### src/logic/su0_pkg.sv
// Purpose: shared constants and types of serial port zero
// Assumes: 8-bit register address, 8-bit data, 50 MHz core clock
// Notes: offsets are byte addresses on the register port
package su0_pkg;

  // ----------------------------------------------------------------
  // register map
  // ----------------------------------------------------------------
  localparam logic [7:0] ADDR_SERIAL_CONTROL = 8'h98;
  localparam logic [7:0] ADDR_SERIAL_BUFFER = 8'h99;
  localparam logic [7:0] ADDR_GIVEN_ADDRESS = 8'hA9;
  localparam logic [7:0] ADDR_ADDRESS_MASK = 8'hB9;
  localparam logic [7:0] ADDR_POWER_CONTROL = 8'h87;
  localparam logic [7:0] ADDR_STATUS = 8'hC5;
  localparam logic [7:0] ADDR_INT_STATUS = 8'hE8;
  localparam logic [7:0] ADDR_INT_MASK = 8'hE9;

  // ----------------------------------------------------------------
  // field positions
  // ----------------------------------------------------------------
  localparam int POS_FRAMING_SELECT = 6;
  localparam int POS_TRANSMIT_ACTIVITY = 1;
  localparam int POS_RECEIVE_ACTIVITY = 0;
  localparam int POS_EV_TX_DONE = 0;
  localparam int POS_EV_RX_DONE = 1;
  localparam int POS_EV_FRAMING = 2;
  localparam int NUM_EVENTS = 3;

  // ----------------------------------------------------------------
  // reset values
  // ----------------------------------------------------------------
  localparam logic [7:0] RST_BYTE = 8'h00;
  localparam logic [2:0] RST_EVENTS = 3'h0;

  // ----------------------------------------------------------------
  // timing
  // ----------------------------------------------------------------
  localparam int CLK_HZ = 50_000_000;
  localparam int MODE0_SLOW_CLKS = 12;
  localparam int MODE0_FAST_CLKS = 4;
  localparam int MODE2_SLOW_CLKS = 64;
  localparam int MODE2_FAST_CLKS = 32;
  localparam int OVERSAMPLE = 16;
  localparam logic [6:0] M0_SLOW = 7'(MODE0_SLOW_CLKS);
  localparam logic [6:0] M0_FAST = 7'(MODE0_FAST_CLKS);
  localparam logic [2:0] M2_SLOW_DIV = 3'(MODE2_SLOW_CLKS / OVERSAMPLE);
  localparam logic [2:0] M2_FAST_DIV = 3'(MODE2_FAST_CLKS / OVERSAMPLE);
  localparam logic [3:0] OS_LAST = 4'(OVERSAMPLE - 1);
  localparam logic [3:0] OS_MID = 4'(OVERSAMPLE / 2 - 1);
  localparam logic [3:0] M0_BITS_LAST = 4'h7;
  localparam logic [3:0] LAST_BIT_10 = 4'h9;
  localparam logic [3:0] LAST_BIT_11 = 4'hA;

  // ----------------------------------------------------------------
  // types
  // ----------------------------------------------------------------
  typedef enum logic [3:0] {
    MODE_SHIFT = 4'b0001,
    MODE_ASYNC10 = 4'b0010,
    MODE_FIXED11 = 4'b0100,
    MODE_VAR11 = 4'b1000
  } su0_mode_e;

  typedef enum logic [2:0] {
    ST_IDLE = 3'b001,
    ST_SHIFT = 3'b010,
    ST_ASYNC = 3'b100
  } su0_state_e;

  typedef struct packed {
    logic mode_select_hi;
    logic mode_select_lo;
    logic multiproc_enable;
    logic rx_enable;
    logic tx_ninth_bit;
    logic rx_ninth_bit;
    logic tx_done_flag;
    logic rx_done_flag;
  } su0_ctrl_s;

endpackage

### src/logic/su0_uart.sv
// Purpose: serial port zero, shift mode and three asynchronous modes
// Assumes: BAUD_TICK is a one-cycle pulse at 16 times the bit rate
// Notes: transmit pin is port 3 bit 1, receive pin is port 3 bit 0
//
// The plain strobed port was left to the implementer.

// Functional notes
// RL1: mode field picks shift, 10-bit variable, 11-bit fixed, 11-bit variable.
// RL2: top control bit is high mode bit or framing flag per select bit.
// RL3: framing flag sets on bad stop bit, held until software clears; the code sets it only while the select bit is one.
// RL4: modes 2/3 with multiproc enable drop frames whose ninth bit is zero.
// RL5: mode 1 with multiproc enable drops frames lacking a valid stop bit.
// RL6: in mode 0 multiproc enable picks divide by 4, else by 12.
// RL7: reception only runs while receive enable is one.
// RL8: modes 2/3 send the software ninth bit as ninth data bit.
// RL9: received ninth bit holds ninth bit, or mode 1 stop bit.
// RL10: transmit done sets after eighth bit in mode 0, else at stop start.
// RL11: receive done sets after eighth bit in mode 0, else mid stop bit.
// RL12: buffer address reads receive buffer, writes transmit buffer.
// RL13: mask bits choose which given-address bits are compared.
// RL14: an all-zero mask accepts every incoming address.
// RL15: serial output on port 3 bit 1, input on port 3 bit 0.
// RL16: transmit activity reads one while sending, clears at transmit done.
// RL17: receive activity reads one while receiving, clears when the receiver returns to idle, frame accepted or not.
// RL18: modes 1 and 3 time bits from the external baud tick.
// RL19: mode 2 uses 32 clocks per bit when the doubling input is high.
module su0_uart (
  input wire logic CLK,
  input wire logic NRST,
  input wire logic [7:0] ADDR,
  input wire logic [7:0] WDATA,
  input wire logic WR,
  input wire logic RD,
  output logic [7:0] RDATA,
  input wire logic BAUD_TICK,
  input wire logic DOUBLE_RATE,
  output logic P31_TXD,
  input wire logic P30_RXD_IN,
  output logic P30_RXD_OUT,
  output logic P30_RXD_OE,
  output logic IRQ
);

  // ----------------------------------------------------------------
  // helpers
  // ----------------------------------------------------------------
  function automatic su0_pkg::su0_mode_e mode_of(input logic hi,
                                                 input logic lo);
    case ({hi, lo})
      2'b00: mode_of = su0_pkg::MODE_SHIFT;
      2'b01: mode_of = su0_pkg::MODE_ASYNC10;
      2'b10: mode_of = su0_pkg::MODE_FIXED11;
      default: mode_of = su0_pkg::MODE_VAR11;
    endcase
  endfunction

  function automatic logic addr_hit(input logic [7:0] data,
                                    input logic [7:0] given,
                                    input logic [7:0] mask);
    addr_hit = ((data ^ given) & mask) == 8'h00;
  endfunction

  // ----------------------------------------------------------------
  // registers
  // ----------------------------------------------------------------
  su0_pkg::su0_ctrl_s ctrl;
  logic framing_error_flag;
  logic framing_select;
  logic [7:0] rx_buffer;
  logic [7:0] given_address;
  logic [7:0] address_mask;
  logic [2:0] int_status;
  logic [2:0] int_mask;
  logic transmit_activity;

  su0_pkg::su0_mode_e mode;
  wire nine_bit = mode == su0_pkg::MODE_FIXED11 ||
                  mode == su0_pkg::MODE_VAR11;
  wire [6:0] m0_period = ctrl.multiproc_enable ? su0_pkg::M0_FAST
                                               : su0_pkg::M0_SLOW; // RL6
  wire [6:0] m0_half = {1'b0, m0_period[6:1]};
  wire [3:0] last_bit = nine_bit ? su0_pkg::LAST_BIT_11
                                 : su0_pkg::LAST_BIT_10;

  wire wr_ctrl = WR && ADDR == su0_pkg::ADDR_SERIAL_CONTROL;
  wire wr_buf = WR && ADDR == su0_pkg::ADDR_SERIAL_BUFFER; // RL12
  wire wr_given = WR && ADDR == su0_pkg::ADDR_GIVEN_ADDRESS;
  wire wr_mask = WR && ADDR == su0_pkg::ADDR_ADDRESS_MASK;
  wire wr_power_control = WR && ADDR == su0_pkg::ADDR_POWER_CONTROL;
  wire wr_ist = WR && ADDR == su0_pkg::ADDR_INT_STATUS;
  wire wr_imask = WR && ADDR == su0_pkg::ADDR_INT_MASK;

  assign mode = mode_of(ctrl.mode_select_hi, ctrl.mode_select_lo); // RL1

  // ----------------------------------------------------------------
  // receive pin synchroniser
  // ----------------------------------------------------------------
  logic rxd_s1, rxd_s2, rxd_s3, rxd_level;
  always_ff @(posedge CLK or negedge NRST) begin
    if (!NRST) begin
      rxd_s1 <= 1'b1;
      rxd_s2 <= 1'b1;
      rxd_s3 <= 1'b1;
      rxd_level <= 1'b1;
    end else begin
      rxd_s1 <= P30_RXD_IN; // RL15
      rxd_s2 <= rxd_s1;
      rxd_s3 <= rxd_s2;
      if (rxd_s2 == rxd_s3) begin
        rxd_level <= rxd_s3;
      end
    end
  end

  // ----------------------------------------------------------------
  // oversample tick
  // ----------------------------------------------------------------
  // mode 2 builds its own tick so that both ends share one phase logic
  logic [2:0] pre_cnt;
  wire [2:0] pre_div = DOUBLE_RATE ? su0_pkg::M2_FAST_DIV
                                   : su0_pkg::M2_SLOW_DIV; // RL19
  wire pre_wrap = pre_cnt == pre_div - 3'd1;
  wire os_tick = (mode == su0_pkg::MODE_FIXED11) ? pre_wrap
               : (mode == su0_pkg::MODE_SHIFT) ? 1'b0
               : BAUD_TICK; // RL18
  always_ff @(posedge CLK or negedge NRST) begin
    if (!NRST) begin
      pre_cnt <= 3'd0;
    end else begin
      pre_cnt <= pre_wrap ? 3'd0 : pre_cnt + 3'd1;
    end
  end

  // ----------------------------------------------------------------
  // transmitter
  // ----------------------------------------------------------------
  su0_pkg::su0_state_e tx_state;
  logic [10:0] tx_shift;
  logic [3:0] tx_bit;
  logic [6:0] tx_cnt;
  logic txd_async;
  wire tx_idle = tx_state == su0_pkg::ST_IDLE;
  wire tx_m0_end = tx_state == su0_pkg::ST_SHIFT &&
                   tx_cnt == m0_period - 7'd1;
  wire tx_os_end = tx_state == su0_pkg::ST_ASYNC && os_tick &&
                   tx_cnt[3:0] == su0_pkg::OS_LAST;
  wire tx_ninth = nine_bit ? ctrl.tx_ninth_bit : 1'b1; // RL8
  wire tx_done_set = (tx_m0_end && tx_bit == su0_pkg::M0_BITS_LAST) ||
                     (tx_os_end && tx_bit == last_bit - 4'd1); // RL10

  always_ff @(posedge CLK or negedge NRST) begin
    if (!NRST) begin
      tx_state <= su0_pkg::ST_IDLE;
      tx_shift <= 11'h7FF;
      tx_bit <= 4'h0;
      tx_cnt <= 7'h00;
      txd_async <= 1'b1;
    end else begin
      case (tx_state)
        su0_pkg::ST_IDLE: begin
          tx_cnt <= 7'h00;
          tx_bit <= 4'h0;
          if (wr_buf && mode == su0_pkg::MODE_SHIFT) begin
            tx_shift <= {3'b111, WDATA};
            tx_state <= su0_pkg::ST_SHIFT;
          end else if (wr_buf) begin
            tx_shift <= {1'b1, tx_ninth, WDATA, 1'b0};
            txd_async <= 1'b0;
            tx_state <= su0_pkg::ST_ASYNC;
          end
        end
        su0_pkg::ST_SHIFT: begin
          tx_cnt <= tx_m0_end ? 7'h00 : tx_cnt + 7'd1;
          if (tx_m0_end) begin
            tx_shift <= {1'b1, tx_shift[10:1]};
            tx_bit <= tx_bit + 4'd1;
            if (tx_bit == su0_pkg::M0_BITS_LAST) begin
              tx_state <= su0_pkg::ST_IDLE;
            end
          end
        end
        su0_pkg::ST_ASYNC: begin
          if (os_tick) begin
            tx_cnt <= {3'b000, tx_cnt[3:0] + 4'd1};
          end
          if (tx_os_end) begin
            tx_shift <= {1'b1, tx_shift[10:1]};
            txd_async <= tx_shift[1];
            tx_bit <= tx_bit + 4'd1;
            if (tx_bit == last_bit) begin
              tx_state <= su0_pkg::ST_IDLE;
              txd_async <= 1'b1;
            end
          end
        end
        default: tx_state <= su0_pkg::ST_IDLE;
      endcase
    end
  end

  // ----------------------------------------------------------------
  // receiver
  // ----------------------------------------------------------------
  su0_pkg::su0_state_e rx_state;
  logic [10:0] rx_frame;
  logic [3:0] rx_bit;
  logic [6:0] rx_cnt;
  logic rxd_prev;
  wire rx_idle = rx_state == su0_pkg::ST_IDLE;
  // shift receive waits for a cleared done flag, like a fresh request
  wire rx_m0_go = rx_idle && tx_idle && mode == su0_pkg::MODE_SHIFT &&
                  ctrl.rx_enable && !ctrl.rx_done_flag; // RL7
  wire rx_async_go = rx_idle && mode != su0_pkg::MODE_SHIFT &&
                     ctrl.rx_enable && rxd_prev && !rxd_level; // RL7
  wire rx_m0_mid = rx_state == su0_pkg::ST_SHIFT && rx_cnt == m0_half;
  wire rx_m0_end = rx_state == su0_pkg::ST_SHIFT &&
                   rx_cnt == m0_period - 7'd1;
  wire rx_mid = rx_state == su0_pkg::ST_ASYNC && os_tick &&
                rx_cnt[3:0] == su0_pkg::OS_MID;
  wire rx_os_end = rx_state == su0_pkg::ST_ASYNC && os_tick &&
                   rx_cnt[3:0] == su0_pkg::OS_LAST;
  wire rx_start_bad = rx_mid && rx_bit == 4'h0 && rxd_level;
  wire rx_stop_at = rx_mid && rx_bit == last_bit;
  wire stop_ok = rxd_level;
  wire [7:0] rx_data_async = rx_frame[8:1];
  wire rx_nine_in = rx_frame[9];
  wire accept_m1 = !ctrl.multiproc_enable || stop_ok; // RL5
  wire accept_m23 = !ctrl.multiproc_enable ||
                    (rx_nine_in &&
                     addr_hit(rx_data_async, given_address,
                              address_mask)); // RL4 RL13 RL14
  wire accept = mode == su0_pkg::MODE_ASYNC10 ? accept_m1 : accept_m23;
  wire rx_async_done = rx_stop_at && accept && !ctrl.rx_done_flag;
  wire rx_m0_done = rx_m0_end && rx_bit == su0_pkg::M0_BITS_LAST;
  wire rx_done_set = rx_m0_done || rx_async_done; // RL11
  wire fe_set = rx_stop_at && !stop_ok; // RL3

  always_ff @(posedge CLK or negedge NRST) begin
    if (!NRST) begin
      rx_state <= su0_pkg::ST_IDLE;
      rx_frame <= 11'h000;
      rx_bit <= 4'h0;
      rx_cnt <= 7'h00;
      rxd_prev <= 1'b1;
    end else begin
      rxd_prev <= rxd_level;
      case (rx_state)
        su0_pkg::ST_IDLE: begin
          rx_cnt <= 7'h00;
          rx_bit <= 4'h0;
          if (rx_m0_go) begin
            rx_state <= su0_pkg::ST_SHIFT;
          end else if (rx_async_go) begin
            rx_state <= su0_pkg::ST_ASYNC;
          end
        end
        su0_pkg::ST_SHIFT: begin
          rx_cnt <= rx_m0_end ? 7'h00 : rx_cnt + 7'd1;
          if (rx_m0_mid) begin
            rx_frame <= {rx_frame[10:8], rxd_level, rx_frame[7:1]};
          end
          if (rx_m0_end) begin
            rx_bit <= rx_bit + 4'd1;
            if (rx_bit == su0_pkg::M0_BITS_LAST) begin
              rx_state <= su0_pkg::ST_IDLE;
            end
          end
          if (!ctrl.rx_enable) begin
            rx_state <= su0_pkg::ST_IDLE; // RL7
          end
        end
        su0_pkg::ST_ASYNC: begin
          if (os_tick) begin
            rx_cnt <= {3'b000, rx_cnt[3:0] + 4'd1};
          end
          if (rx_mid) begin
            rx_frame[rx_bit] <= rxd_level;
          end
          if (rx_os_end) begin
            rx_bit <= rx_bit + 4'd1;
          end
          // frame ends mid stop bit so a new start edge is not missed
          if (rx_start_bad || rx_stop_at || !ctrl.rx_enable) begin
            rx_state <= su0_pkg::ST_IDLE;
          end
        end
        default: rx_state <= su0_pkg::ST_IDLE;
      endcase
    end
  end

  // ----------------------------------------------------------------
  // software registers
  // ----------------------------------------------------------------
  su0_pkg::su0_ctrl_s wctrl;
  assign wctrl = su0_pkg::su0_ctrl_s'(WDATA);
  wire [2:0] events;
  assign events[su0_pkg::POS_EV_TX_DONE] = tx_done_set;
  assign events[su0_pkg::POS_EV_RX_DONE] = rx_done_set;
  assign events[su0_pkg::POS_EV_FRAMING] = fe_set;

  always_ff @(posedge CLK or negedge NRST) begin
    if (!NRST) begin
      ctrl <= su0_pkg::su0_ctrl_s'(su0_pkg::RST_BYTE);
      framing_error_flag <= 1'b0;
      framing_select <= 1'b0;
      rx_buffer <= su0_pkg::RST_BYTE;
      given_address <= su0_pkg::RST_BYTE;
      address_mask <= su0_pkg::RST_BYTE;
      int_status <= su0_pkg::RST_EVENTS;
      int_mask <= su0_pkg::RST_EVENTS;
      transmit_activity <= 1'b0;
    end else begin
      if (wr_ctrl) begin
        ctrl <= wctrl;
        if (framing_select) begin
          ctrl.mode_select_hi <= ctrl.mode_select_hi; // RL2
          framing_error_flag <= wctrl.mode_select_hi;
        end
      end
      if (fe_set && framing_select) begin
        framing_error_flag <= 1'b1; // RL3
      end
      // hardware set wins over a software clear in the same cycle
      if (tx_done_set) begin
        ctrl.tx_done_flag <= 1'b1; // RL10
      end
      if (rx_done_set) begin
        ctrl.rx_done_flag <= 1'b1; // RL11
        rx_buffer <= rx_m0_done ? rx_frame[7:0] : rx_data_async;
      end
      if (rx_async_done) begin
        ctrl.rx_ninth_bit <= nine_bit ? rx_nine_in : stop_ok; // RL9
      end
      if (wr_power_control) begin
        framing_select <= WDATA[su0_pkg::POS_FRAMING_SELECT];
      end
      if (wr_given) begin
        given_address <= WDATA;
      end
      if (wr_mask) begin
        address_mask <= WDATA;
      end
      if (wr_imask) begin
        int_mask <= WDATA[2:0];
      end
      int_status <= (int_status & ~(wr_ist ? WDATA[2:0] : 3'h0)) | events;
      if (wr_buf && tx_idle) begin
        transmit_activity <= 1'b1; // RL16
      end else if (tx_done_set) begin
        transmit_activity <= 1'b0; // RL16
      end
    end
  end

  // ----------------------------------------------------------------
  // read port
  // ----------------------------------------------------------------
  wire [7:0] ctrl_rd = {framing_select ? framing_error_flag
                                       : ctrl.mode_select_hi,
                        7'(ctrl)}; // RL2
  wire [7:0] status_rd = {6'h00, transmit_activity,
                          !rx_idle}; // RL17
  wire [7:0] rd_mux =
      ADDR == su0_pkg::ADDR_SERIAL_CONTROL ? ctrl_rd :
      ADDR == su0_pkg::ADDR_SERIAL_BUFFER ? rx_buffer : // RL12
      ADDR == su0_pkg::ADDR_GIVEN_ADDRESS ? given_address :
      ADDR == su0_pkg::ADDR_ADDRESS_MASK ? address_mask :
      ADDR == su0_pkg::ADDR_POWER_CONTROL ?
        {1'b0, framing_select, 6'h00} :
      ADDR == su0_pkg::ADDR_STATUS ? status_rd :
      ADDR == su0_pkg::ADDR_INT_STATUS ? {5'h00, int_status} :
      ADDR == su0_pkg::ADDR_INT_MASK ? {5'h00, int_mask} : 8'h00;

  always_ff @(posedge CLK or negedge NRST) begin
    if (!NRST) begin
      RDATA <= su0_pkg::RST_BYTE;
    end else begin
      RDATA <= RD ? rd_mux : su0_pkg::RST_BYTE;
    end
  end

  // ----------------------------------------------------------------
  // pins and interrupt
  // ----------------------------------------------------------------
  // mode 0 drives the shift clock on the transmit pin, low in first half
  wire m0_clk_low = (tx_state == su0_pkg::ST_SHIFT && tx_cnt < m0_half) ||
                    (rx_state == su0_pkg::ST_SHIFT && rx_cnt < m0_half);
  assign P31_TXD = (mode == su0_pkg::MODE_SHIFT) ? !m0_clk_low
                                                 : txd_async; // RL15
  assign P30_RXD_OUT = tx_shift[0];
  assign P30_RXD_OE = tx_state == su0_pkg::ST_SHIFT; // RL15
  assign IRQ = |(int_status & int_mask);

endmodule

### config.mk
export PLATFORM = sky130hd
export DESIGN_NAME = su0_uart
export DESIGN_NICKNAME = d
export VERILOG_FILES = /design/src/logic/su0_pkg.sv /design/src/logic/su0_uart.sv
export SDC_FILE = /design/constraint.sdc
export NUM_CORES = 1
export LEC_CHECK = 0
export BUFFER_PORTS_ARGS = -buffer_cell sky130_fd_sc_hd__buf_2
export CORE_MARGIN = 2
export CORE_UTILIZATION = 37
export DETAILED_ROUTE_END_ITERATION = 12
export REMOVE_ABC_BUFFERS = 1
export SETUP_SLACK_MARGIN = 0.02
export SLEW_MARGIN = 15
export SYNTH_ARGS = -nofsm -noshare
export SYNTH_HDL_FRONTEND = slang
export SYNTH_SLANG_ARGS = --single-unit
### constraint.sdc
create_clock -name CLK -period 5.2 [get_ports CLK]
set_input_delay 0.78 -clock CLK [delete_from_list [all_inputs] [get_ports CLK]]
set_output_delay 0.78 -clock CLK [all_outputs]
set_load 0.005 [all_outputs]
==> impl_metrics.yaml, run 1 <==
outcome:
  outcome: "complete, no violations"
worst_setup_path:
  worstPathMaxFanout: 6
  cp-start-kind: "flop"
  crit_type: "reg2out"
  cp.required_ns: 4.42
  worstPathArrival_ns: 2.03
  cp-end-kind: "primary output"
logic_synthesis:
  synth_top_area_share_pct: 38.4
  yosys.area_share.simple_pct: 18.6
  synthTopCellsByArea: "dfrtp_1 38%, dfstp_2 8.2%, o21ai_0 5.8%"
  netlist_instances: 578
  synth_compound_area_share_pct: 19.3
  ys_seq_elements: 106
  synth_edf_count: 0
  synth-xor-area-share_pct: 2.42
  synth_area_leader_cell: "dfrtp_1"
  yosys-mux-area-fraction_pct: 8.05
  synth_top_family_by_area: "compound AO/OA/AOI/OAI gates"
  yosysUniqueCellTypes: 79
  syn_avg_cell_area_um2: 9.93
  seq_area_frac_synth_pct: 46.6
  postSynth.asyncResetShare_pct: 100
  synth_area_um2: 5740
  yosys_warnings: 0
  synthAdderAreaFrac_pct: 2.57
  ys.flop_type: "dfrtp_1"
sta:
  period_share_pct: 54.1
  grt_setup_unrepaired: "false"
  fmax_ghz: 0.355
  holdWs_ns: 0.357
  finalHoldViolCount: 0
  final_max_slew_viol_count: 0
  finalClockSkew_ns: 0.0103
  slew_headroom_pct: 27.4
  fin_crit_ns: 2.81
  final-setup-viol-count: 0
  tns_ns: 0
  max_slew.worst_pin.slew_ns: 1.08
clock_network:
  cts_tree: "done"
  cts_resized: 0
  post_cts.repair.setup_buffers: 0
  clkSinkCount: 106
  clockBufferDepth: 2
  cts_buffers: 9
  cts.clk_slew.worst_paths_ns: 0.07
  cts-root-buf: "clkbuf_16"
  cts_hold_buf: 0
  clk_latency_ns: 0.36
  cts_max_level: 3
drt:
  drt_iter0_drc: 465
  drt-vias-per-instance: 5.82
  route.antenna.remaining_nets: 0
  dr.pass1.iters: 5
  vias: 4649
  wl_mm: 14.5
  drc_errors: 0
  wl_per_cell_um: 18.1
power:
  power_mw: 1.84
  power.density_nw_per_um2: 288
  power_leakage_nw: 2.79
  ir_drop_uv: 174
layout:
  postLayoutCoreUtil_pct: 42.0
  nets: 640
  postLayoutCellArea_um2: 6380
  drive_gt1_share_pct: 19.6
  num_antenna_cells: 0
  syn_to_final_growth_pct: 11.2
placed_design:
  portBuffers: 34
  dp_hpwl_mm: 10.3
  post_dp_cell_area_um2: 6070
  place_congestion: 0.910
global_routing:
  grt.overflow.total: 0
  grt_usage_pct: 18.5
  grt_pass1_wl_mm: 24.1
  grt_max_degree: 64
  antenna_found_initial: 0
  grt_pass1_vias: 4516
floorplan:
  num_rows: 45
  core_area_um2: 15200
  io_pins: 35
  initial_core_util_pct: 37.7
  dieArea_um2: 16500
  dieWidth_um: 129
  die_h_um: 129
run:
  maxCapViolCount: 0
hold_path:
  hold_class: "reg2reg"
## sequential cells by signal (all words and copies together), names as in the netlist, 3 cells and up
name and count:
RDATA 8, address_mask 8, ctrl 8, given_address 8, int_mask 3, int_status 3, pre_cnt 3, rx_bit 4
rx_buffer 8, rx_cnt 7, rx_frame 10, rx_state 3, tx_bit 4, tx_cnt 7, tx_shift 10, tx_state 3
## where the power goes
| part | switching [mW] | internal [mW] | total, mW |
|---|---|---|---|
| Sequential | 0.0488 | 0.910 | 0.959 |
| Combinational | 0.0889 | 0.0710 | 0.160 |
| Clock | 0.326 | 0.393 | 0.719 |
| Total | 0.464 | 1.37 | 1.84 |
## layout make-up
type                            count  area, um^2
Clock buffer                       10         239
Clock inverter                      6        71.3
Fill cell                        1515        8820
Inverter                           12        45.0
Multi-Input combinational cell    441        2930
Sequential cell                   106        2680
Tap cell                          188         235
Timing Repair Buffer               36         188
## kinds of logic after synthesis
logic type / after synthesis
AOI/OAI and AO/OA: 169
xor gates and xnor gates: 15
adders and majority gates: 12
buffers and inverters: 31
DFF: 106
muxes: 42
and+or+nand+nor: 203
## metal layers
metal	vias up	share of wire [%]	track usage, %	wire (um)
li1	2186	-	-	-
met4	0	1.8	5.56	257
met3	19	5.0	4.07	719
met1	2310	47	25.1	6840
met5	-	0	0	0
met2	134	46	29.7	6660
## cell usage in the layout, fill, tap and decap left out, types with 5 or more instances in the layout
master	instances
dfrtp_1	88
nand2_1	82
o21ai_0	67
buf_2	33
a21oi_1	32
mux2_2	25
nor2_1	22
dfstp_2	18
nand3_1	15
inv_1	12
mux2i_1	12
nor3b_1	11
ha_1	11
xor2_1	10
nand2b_1	9
nor3_1	9
clkbuf_16	9
a22oi_1	8
nor2b_1	6
and3_1	6
and2_1	5
nand4_1	5
a22o_1	5
o221a_1	5
## cell usage after synthesis, types with 5 or more instances
master and number:
nand2b_1 9, nand2_1 82, dfrtp_1 88, nor2b_1 6, a22o_1 5, mux2_2 25, nor3_1 9, ha_1 11
inv_1 12, dfstp_2 18, and3_1 6, xor2_1 10, buf_2 6, nand4_1 5, o21ai_0 67, o221a_1 5
a22oi_1 8, clkbuf_1 10, a21oi_1 32, nand3_1 15, nor3b_1 11, mux2i_1 12, nor2_1 22, and2_1 5
## metrics by stage
stage                     setup slack, ns  cells
after floorplan                      2.66    559
after global placement               2.23    783
after detailed placement             2.17    783
after CTS                            2.36    799
after global routing                 2.19    799
final                                2.39    799
## critical path, cell delays in order, from the launching register on
cell,delay (ns)
dfrtp_1,0.42
or3b_1,0.50
a211oi_1,0.33
a32o_1,0.16
o21ai_0,0.12
buf_2,0.15
## worst paths after layout
path	to	depth (start not counted)	start	slack, ns
min reg2reg	rxd_s2$_DFF_PN1_	0	rxd_s1$_DFF_PN1_	0.36
max reg2reg	tx_shift[3]$_DFFE_PN1P_	5	ctrl[7]$_DFFE_PN0P_	2.39
max in group asynchronous	RDATA[7]$_DFF_PN0_	2	NRST	3.62
min	rxd_s2$_DFF_PN1_	0	rxd_s1$_DFF_PN1_	0.36
max	P31_TXD	5	rx_state[1]$_DFFE_PN0P_	2.39
min in group asynchronous	rx_frame[2]$_DFFE_PN0P_	1	NRST	0.51
Power figures use the tool's default switching activity.
==> run 2, diff against run 1 <==
Settings changed: ABC_AREA set to 1.
Clock period 5.2 ns to 2.4 ns, I/O delays scaled along.
==> run 2 against run 1 <==
Area after synthesis grew 6.4%. Utilization grew 0.73 points. Final cell count grew 35%. Global-route usage grew 0.071 points. Critical endpoint unchanged. Largest cell class unchanged. Largest power group unchanged. Highest routed layer unchanged.
==> impl_metrics.yaml, run 2 <==
logic_synthesis:
  postSynth.asyncResetShare_pct: 100
  yosys_warnings: 0
  yosysUniqueCellTypes: 44
  seq_area_frac_synth_pct: 43.8
  netlist_instances: 817
  syn_avg_cell_area_um2: 7.47
  synth_commonest_cells: "234 x nand2_1, 104 x inv_1, 88 x dfrtp_1, 83 x nand3_1, 72 x o21ai_0"
  synthTopCellsByArea: "dfrtp_1 36%, nand2_1 14%, dfstp_2 7.7%"
  synth_area_leader_cell: "dfrtp_1"
  ys_seq_elements: 106
  synth_edf_count: 0
  yosysMostFrequentCell: "nand2_1"
  ys.flop_type: "dfrtp_1"
  synth_area_um2: 6100
  synth_top_area_share_pct: 36.1
layout:
  syn_to_final_growth_pct: 11.9
  final_common_cell: "nand2_1"
  drive_gt1_share_pct: 13.7
  stdcell_count: 1078
  mostFrequentLayoutCells: "234 x nand2_1, 104 x inv_1, 88 x dfrtp_1"
  n_fill_cell: 1699
  largestRegisters: "rx_frame: 10 flops, tx_shift: 10 flops"
  nets: 891
  num_antenna_cells: 0
sta:
  finalClockSkew_ns: 0.0110
  fmax_ghz: 0.449
  final_max_slew_viol_count: 0
  slew_headroom_pct: 69.2
  finalHoldViolCount: 0
  final-setup-viol-count: 0
  period_share_pct: 92.8
  max_slew.worst_pin.slew_ns: 0.462
  fin_crit_ns: 2.23
  tns_ns: 0
  grt_setup_unrepaired: "false"
worst_setup_path:
  worstPathMaxFanout: 9
  cp-end-kind: "primary output"
  crit_family: "flip-flops"
  cp-start-kind: "flop"
  crit_type: "reg2out"
  worstPathArrival_ns: 1.87
  max_stage_delay_ns: 0.53
  cp_cell_sequence: "ha_1, a21oi_1, nand3_1, o221ai_1, nand2_1, buf_2"
  cp.required_ns: 2.04
  path_buf_inv: 1
  crit_slowest_cell: "dfrtp_1"
power:
  p_clk_share_pct: 31.5
  switchingPower_mw: 1.51
  ir_drop_uv: 410
  internal_power_mw: 3.11
  power_leakage_nw: 3.25
  power.density_nw_per_um2: 677
  pwr-share-comb_pct: 21.8
  share_seq_of_total_power_pct: 46.7
  switching_share_pct: 32.8
outcome:
  outcome: "complete, no violations"
clock_network:
  cts.clk_slew.worst_paths_ns: 0.07
  cts_buffers: 9
  clk_latency_ns: 0.36
  clockBufferDepth: 2
  clkSinkCount: 106
  cts_max_level: 3
  cts_resized: 0
  cts_tree: "done"
  cts-root-buf: "clkbuf_16"
global_routing:
  grt_pass1_wl_mm: 26.1
  grt_usage_pct: 18.6
  grt.overflow.total: 0
  antenna_found_initial: 0
  grt_max_degree: 36
  grt_pass1_vias: 5098
placed_design:
  portBuffers: 34
  dp_hpwl_mm: 11.5
  placed_cells: 1061
  place_congestion: 0.867
drt:
  vias: 5283
  dr.pass1.iters: 4
  route.antenna.remaining_nets: 0
  wl_per_cell_um: 14.2
  drc_errors: 0
  wl_mm: 15.4
  drt-vias-per-instance: 4.90
  drt_iter0_drc: 357
floorplan:
  io_pins: 35
  die_h_um: 132
  num_rows: 46
  dieWidth_um: 132
  core_area_um2: 16000
  initial_core_util_pct: 38.1
  dieArea_um2: 17500
hold_path:
  hold_class: "in2reg"
run:
  maxCapViolCount: 0
==> run 2: what timing repair did <==
| action | CTS | global route |
|---|---|---|
| hold buffers | 1 | 0 |
| hold endpoints to repair | 31 | 0 |
| setup buffers | 0 | 0 |
==> run 2: final cells by class <==
| type | instances | area, um^2 | area share, % |
|---|---|---|---|
| well taps | 216 | 270 | 3.96 |
| repair buffers | 46 | 278 | 4.07 |
| clock inverters | 6 | 47.5 | 0.696 |
| clock buffers | 10 | 239 | 3.50 |
| inverters | 111 | 417 | 6.10 |
| multi-input cells | 583 | 2910 | 42.5 |
| flip-flops and latches | 106 | 2680 | 39.2 |
==> run 2: worst register-to-register path: stages, from the launching register on <==
cell      delay (ns)
dfrtp_1         0.38
inv_1           0.07
nand3_1         0.18
inv_1           0.24
o21ai_0         0.12
buf_4           0.16
nand3_2         0.23
clkinv_1        0.29
nand2_1         0.14
nand2_1         0.05
==> run 2: logic make-up after synthesis <==
kind of cell    share of synthesized area, %
fa+ha+maj                               2.42
xor+xnor                                1.15
simple gates                            30.9
flops                                   43.8
buf+inv                                 8.57
compound gates                          13.2
==> run 2: final timing paths <==
kind                                          from                      endpoint  slack [ns]  cells past startpoint
max                            ctrl[5]$_DFFE_PN0P_                       P31_TXD        0.17                      6
min                                     P30_RXD_IN              rxd_s1$_DFF_PN1_        0.09                      1
max reg2reg                tx_state[2]$_DFFE_PN0P_       tx_shift[4]$_DFFE_PN1P_        0.48                      9
min reg2reg                       rxd_s1$_DFF_PN1_              rxd_s2$_DFF_PN1_        0.36                      0
max in group asynchronous                     NRST       tx_shift[0]$_DFFE_PN1P_        1.23                      3
min in group asynchronous                     NRST  given_address[0]$_DFFE_PN0P_        0.50                      2
==> run 2: per-stage QoR <==
stage	hold slack (ns)	util [%]	worst slack, ns	instance area, um^2	total power [mW]
floorplan	0.0644	-	0.520	6000	2.86
global placement	0.346	40.8	0.421	6540	3.19
detailed placement	0.348	40.8	0.376	6540	3.20
CTS	0.0766	42.7	0.164	6830	4.68
global route	0.0701	42.7	0.0846	6830	4.93
finish	0.0911	42.7	0.173	6830	4.62
==> run 2: power by group through the flow <==
stage	clock network, mW	logic [mW]	registers (mW)
after floorplan	0	0.714	2.15
after global placement	0	1.01	2.19
after detailed placement	0	1.01	2.19
after CTS	1.50	1.02	2.16
after global routing	1.57	1.17	2.19
final	1.46	1.01	2.16
==> run 2: layer usage <==
metal	up-vias	part of all wire, %	wire [um]	global-route usage [%]
met3	14	4.1	636	3.30
met2	107	45	6910	29.1
li1	2733	-	-	-
met1	2429	49	7560	26.2
met4	0	1.6	249	5.56
met5	-	0	0	0
==> run 3, diff against run 2 <==
Clock period 2.4 ns to 2.65 ns, I/O delays scaled along.
==> run 3 against run 2 <==
Die area stayed put. Register-to-register slack better by 0.17 ns. Final cell count is 0.46% lower. Setup slack better by 0.26 ns. Utilization is 0.12 points lower. Clock-buffer cell count is 2 higher. Via count is 0.53% higher. Total power is 8.4% lower. Non-clock buffer count is 5 lower. Worst hold slack better by 0.051 ns. Design area is 0.27% lower. Combinational power is 11% lower. Critical path type unchanged. Critical endpoint unchanged.
==> impl_metrics.yaml, run 3 (synthesis gave the netlist of run 2 again) <==
sta:
  slew_headroom_pct: 61.4
  fin_crit_ns: 2.21
  final_max_slew_viol_count: 0
  grt_setup_unrepaired: "false"
  max_slew.worst_pin.slew_ns: 0.577
  tns_ns: 0
  finalHoldViolCount: 0
  final-setup-viol-count: 0
  fmax_ghz: 0.452
  finalClockSkew_ns: 0.00579
  period_share_pct: 83.5
worst_setup_path:
  cp-start-kind: "flop"
  cp.required_ns: 2.25
  cp_cell_sequence: "ha_1, a21oi_1, nand3_1, o221ai_1, nand2_1, buf_2"
  r2r_start: "ctrl[5]$_DFFE_PN0P_"
  worst-path-stages: 6
  max_stage_delay_ns: 0.49
  path_buf_inv: 1
  crit_slowest_cell: "dfrtp_1"
  crit_family: "flip-flops"
  crit_type: "reg2out"
  startpoint: "ctrl[5]$_DFFE_PN0P_"
  worstPathMaxFanout: 9
  cp-end-kind: "primary output"
  worstPathArrival_ns: 1.82
  r2r_cells: 8
layout:
  n_fill_cell: 1730
  final_common_cell: "nand2_1"
  nets: 886
  mostFrequentLayoutCells: "234 x nand2_1, 104 x inv_1, 88 x dfrtp_1"
  syn_to_final_growth_pct: 11.6
  largestRegisters: "rx_frame: 10 flops, tx_shift: 10 flops"
  area.sequential_um2: 2680
  num_antenna_cells: 0
  multi_input_area_um2: 2910
  drive_gt1_share_pct: 13.1
placed_design:
  dp_hpwl_mm: 11.5
  place_congestion: 0.857
  portBuffers: 34
clock_network:
  cts.clk_slew.worst_paths_ns: 0.07
  clockBufferDepth: 2
  cts_resized: 0
  cts_buffers: 9
  clkSinkCount: 106
  cts-root-buf: "clkbuf_16"
  cts_max_level: 3
  cts_hold_buf: 1
  post_cts.repair.setup_buffers: 0
  clk_latency_ns: 0.35
  cts_tree: "done"
floorplan:
  dieWidth_um: 132
  dieArea_um2: 17500
  io_pins: 35
  num_rows: 46
  initial_core_util_pct: 38.1
  core_area_um2: 16000
  die_h_um: 132
power:
  power_mw: 4.24
  power_leakage_nw: 3.24
  ir_drop_uv: 426
  power.density_nw_per_um2: 622
drt:
  vias: 5311
  wl_mm: 15.3
  route.antenna.remaining_nets: 0
  dr.pass1.iters: 5
  drt-vias-per-instance: 4.95
  wl_per_cell_um: 14.3
  drt_iter0_drc: 388
  drc_errors: 0
global_routing:
  grt_pass1_vias: 5097
  grt_pass1_wl_mm: 25.9
  grt.overflow.total: 0
  antenna_found_initial: 0
  grt_usage_pct: 18.3
  grt_max_degree: 40
outcome:
  outcome: "complete, no violations"
hold_path:
  hold_depth: 1
  min_from: "P30_RXD_IN"
  hold_class: "in2reg"
run:
  maxCapViolCount: 0
## run 3: final timing paths
check	to	slack (ns)
max in group asynchronous	rxd_s1$_DFF_PN1_	1.47
worst max-delay path	P31_TXD	0.44
min in group asynchronous	rx_frame[2]$_DFFE_PN0P_	0.50
worst min register to register	rxd_s2$_DFF_PN1_	0.36
worst max register to register	tx_shift[2]$_DFFE_PN1P_	0.65
worst min-delay path	rxd_s1$_DFF_PN1_	0.14
## run 3: per-layer routing
metal / vias up / track usage, % / share of wire (%)
met5: - / 0 / 0
li1: 2716 / - / -
met3: 15 / 4.64 / 3.9
met2: 91 / 28.2 / 46
met4: 0 / 4.42 / 1.3
met1: 2489 / 26.0 / 49
## run 3: power by group
part	total [mW]	switching, mW	internal [mW]
sequential	1.95	0.139	1.82
combinational	0.896	0.581	0.315
clock	1.38	0.599	0.785
## run 3: stage by stage
stage                     setup WS, ns  util (%)  hold slack (ns)  area [um^2]  std cells
after floorplan                  0.770         -            0.102         6000        800
after global placement           0.604      40.6            0.343         6500       1056
after detailed placement         0.604      40.6            0.348         6500       1056
after CTS                        0.425      42.6            0.124         6810       1073
after global routing             0.311      42.6            0.116         6810       1073
final                            0.437      42.6            0.142         6810       1073
## run 3: cell type report
cell class                      instances  area share, %
Multi-Input combinational cell        583           42.6
Sequential cell                       106           39.3
Inverter                              111           6.12
Tap cell                              216           3.97
Clock buffer                           12           3.76
Timing Repair Buffer                   41           3.53
Clock inverter                          4          0.716
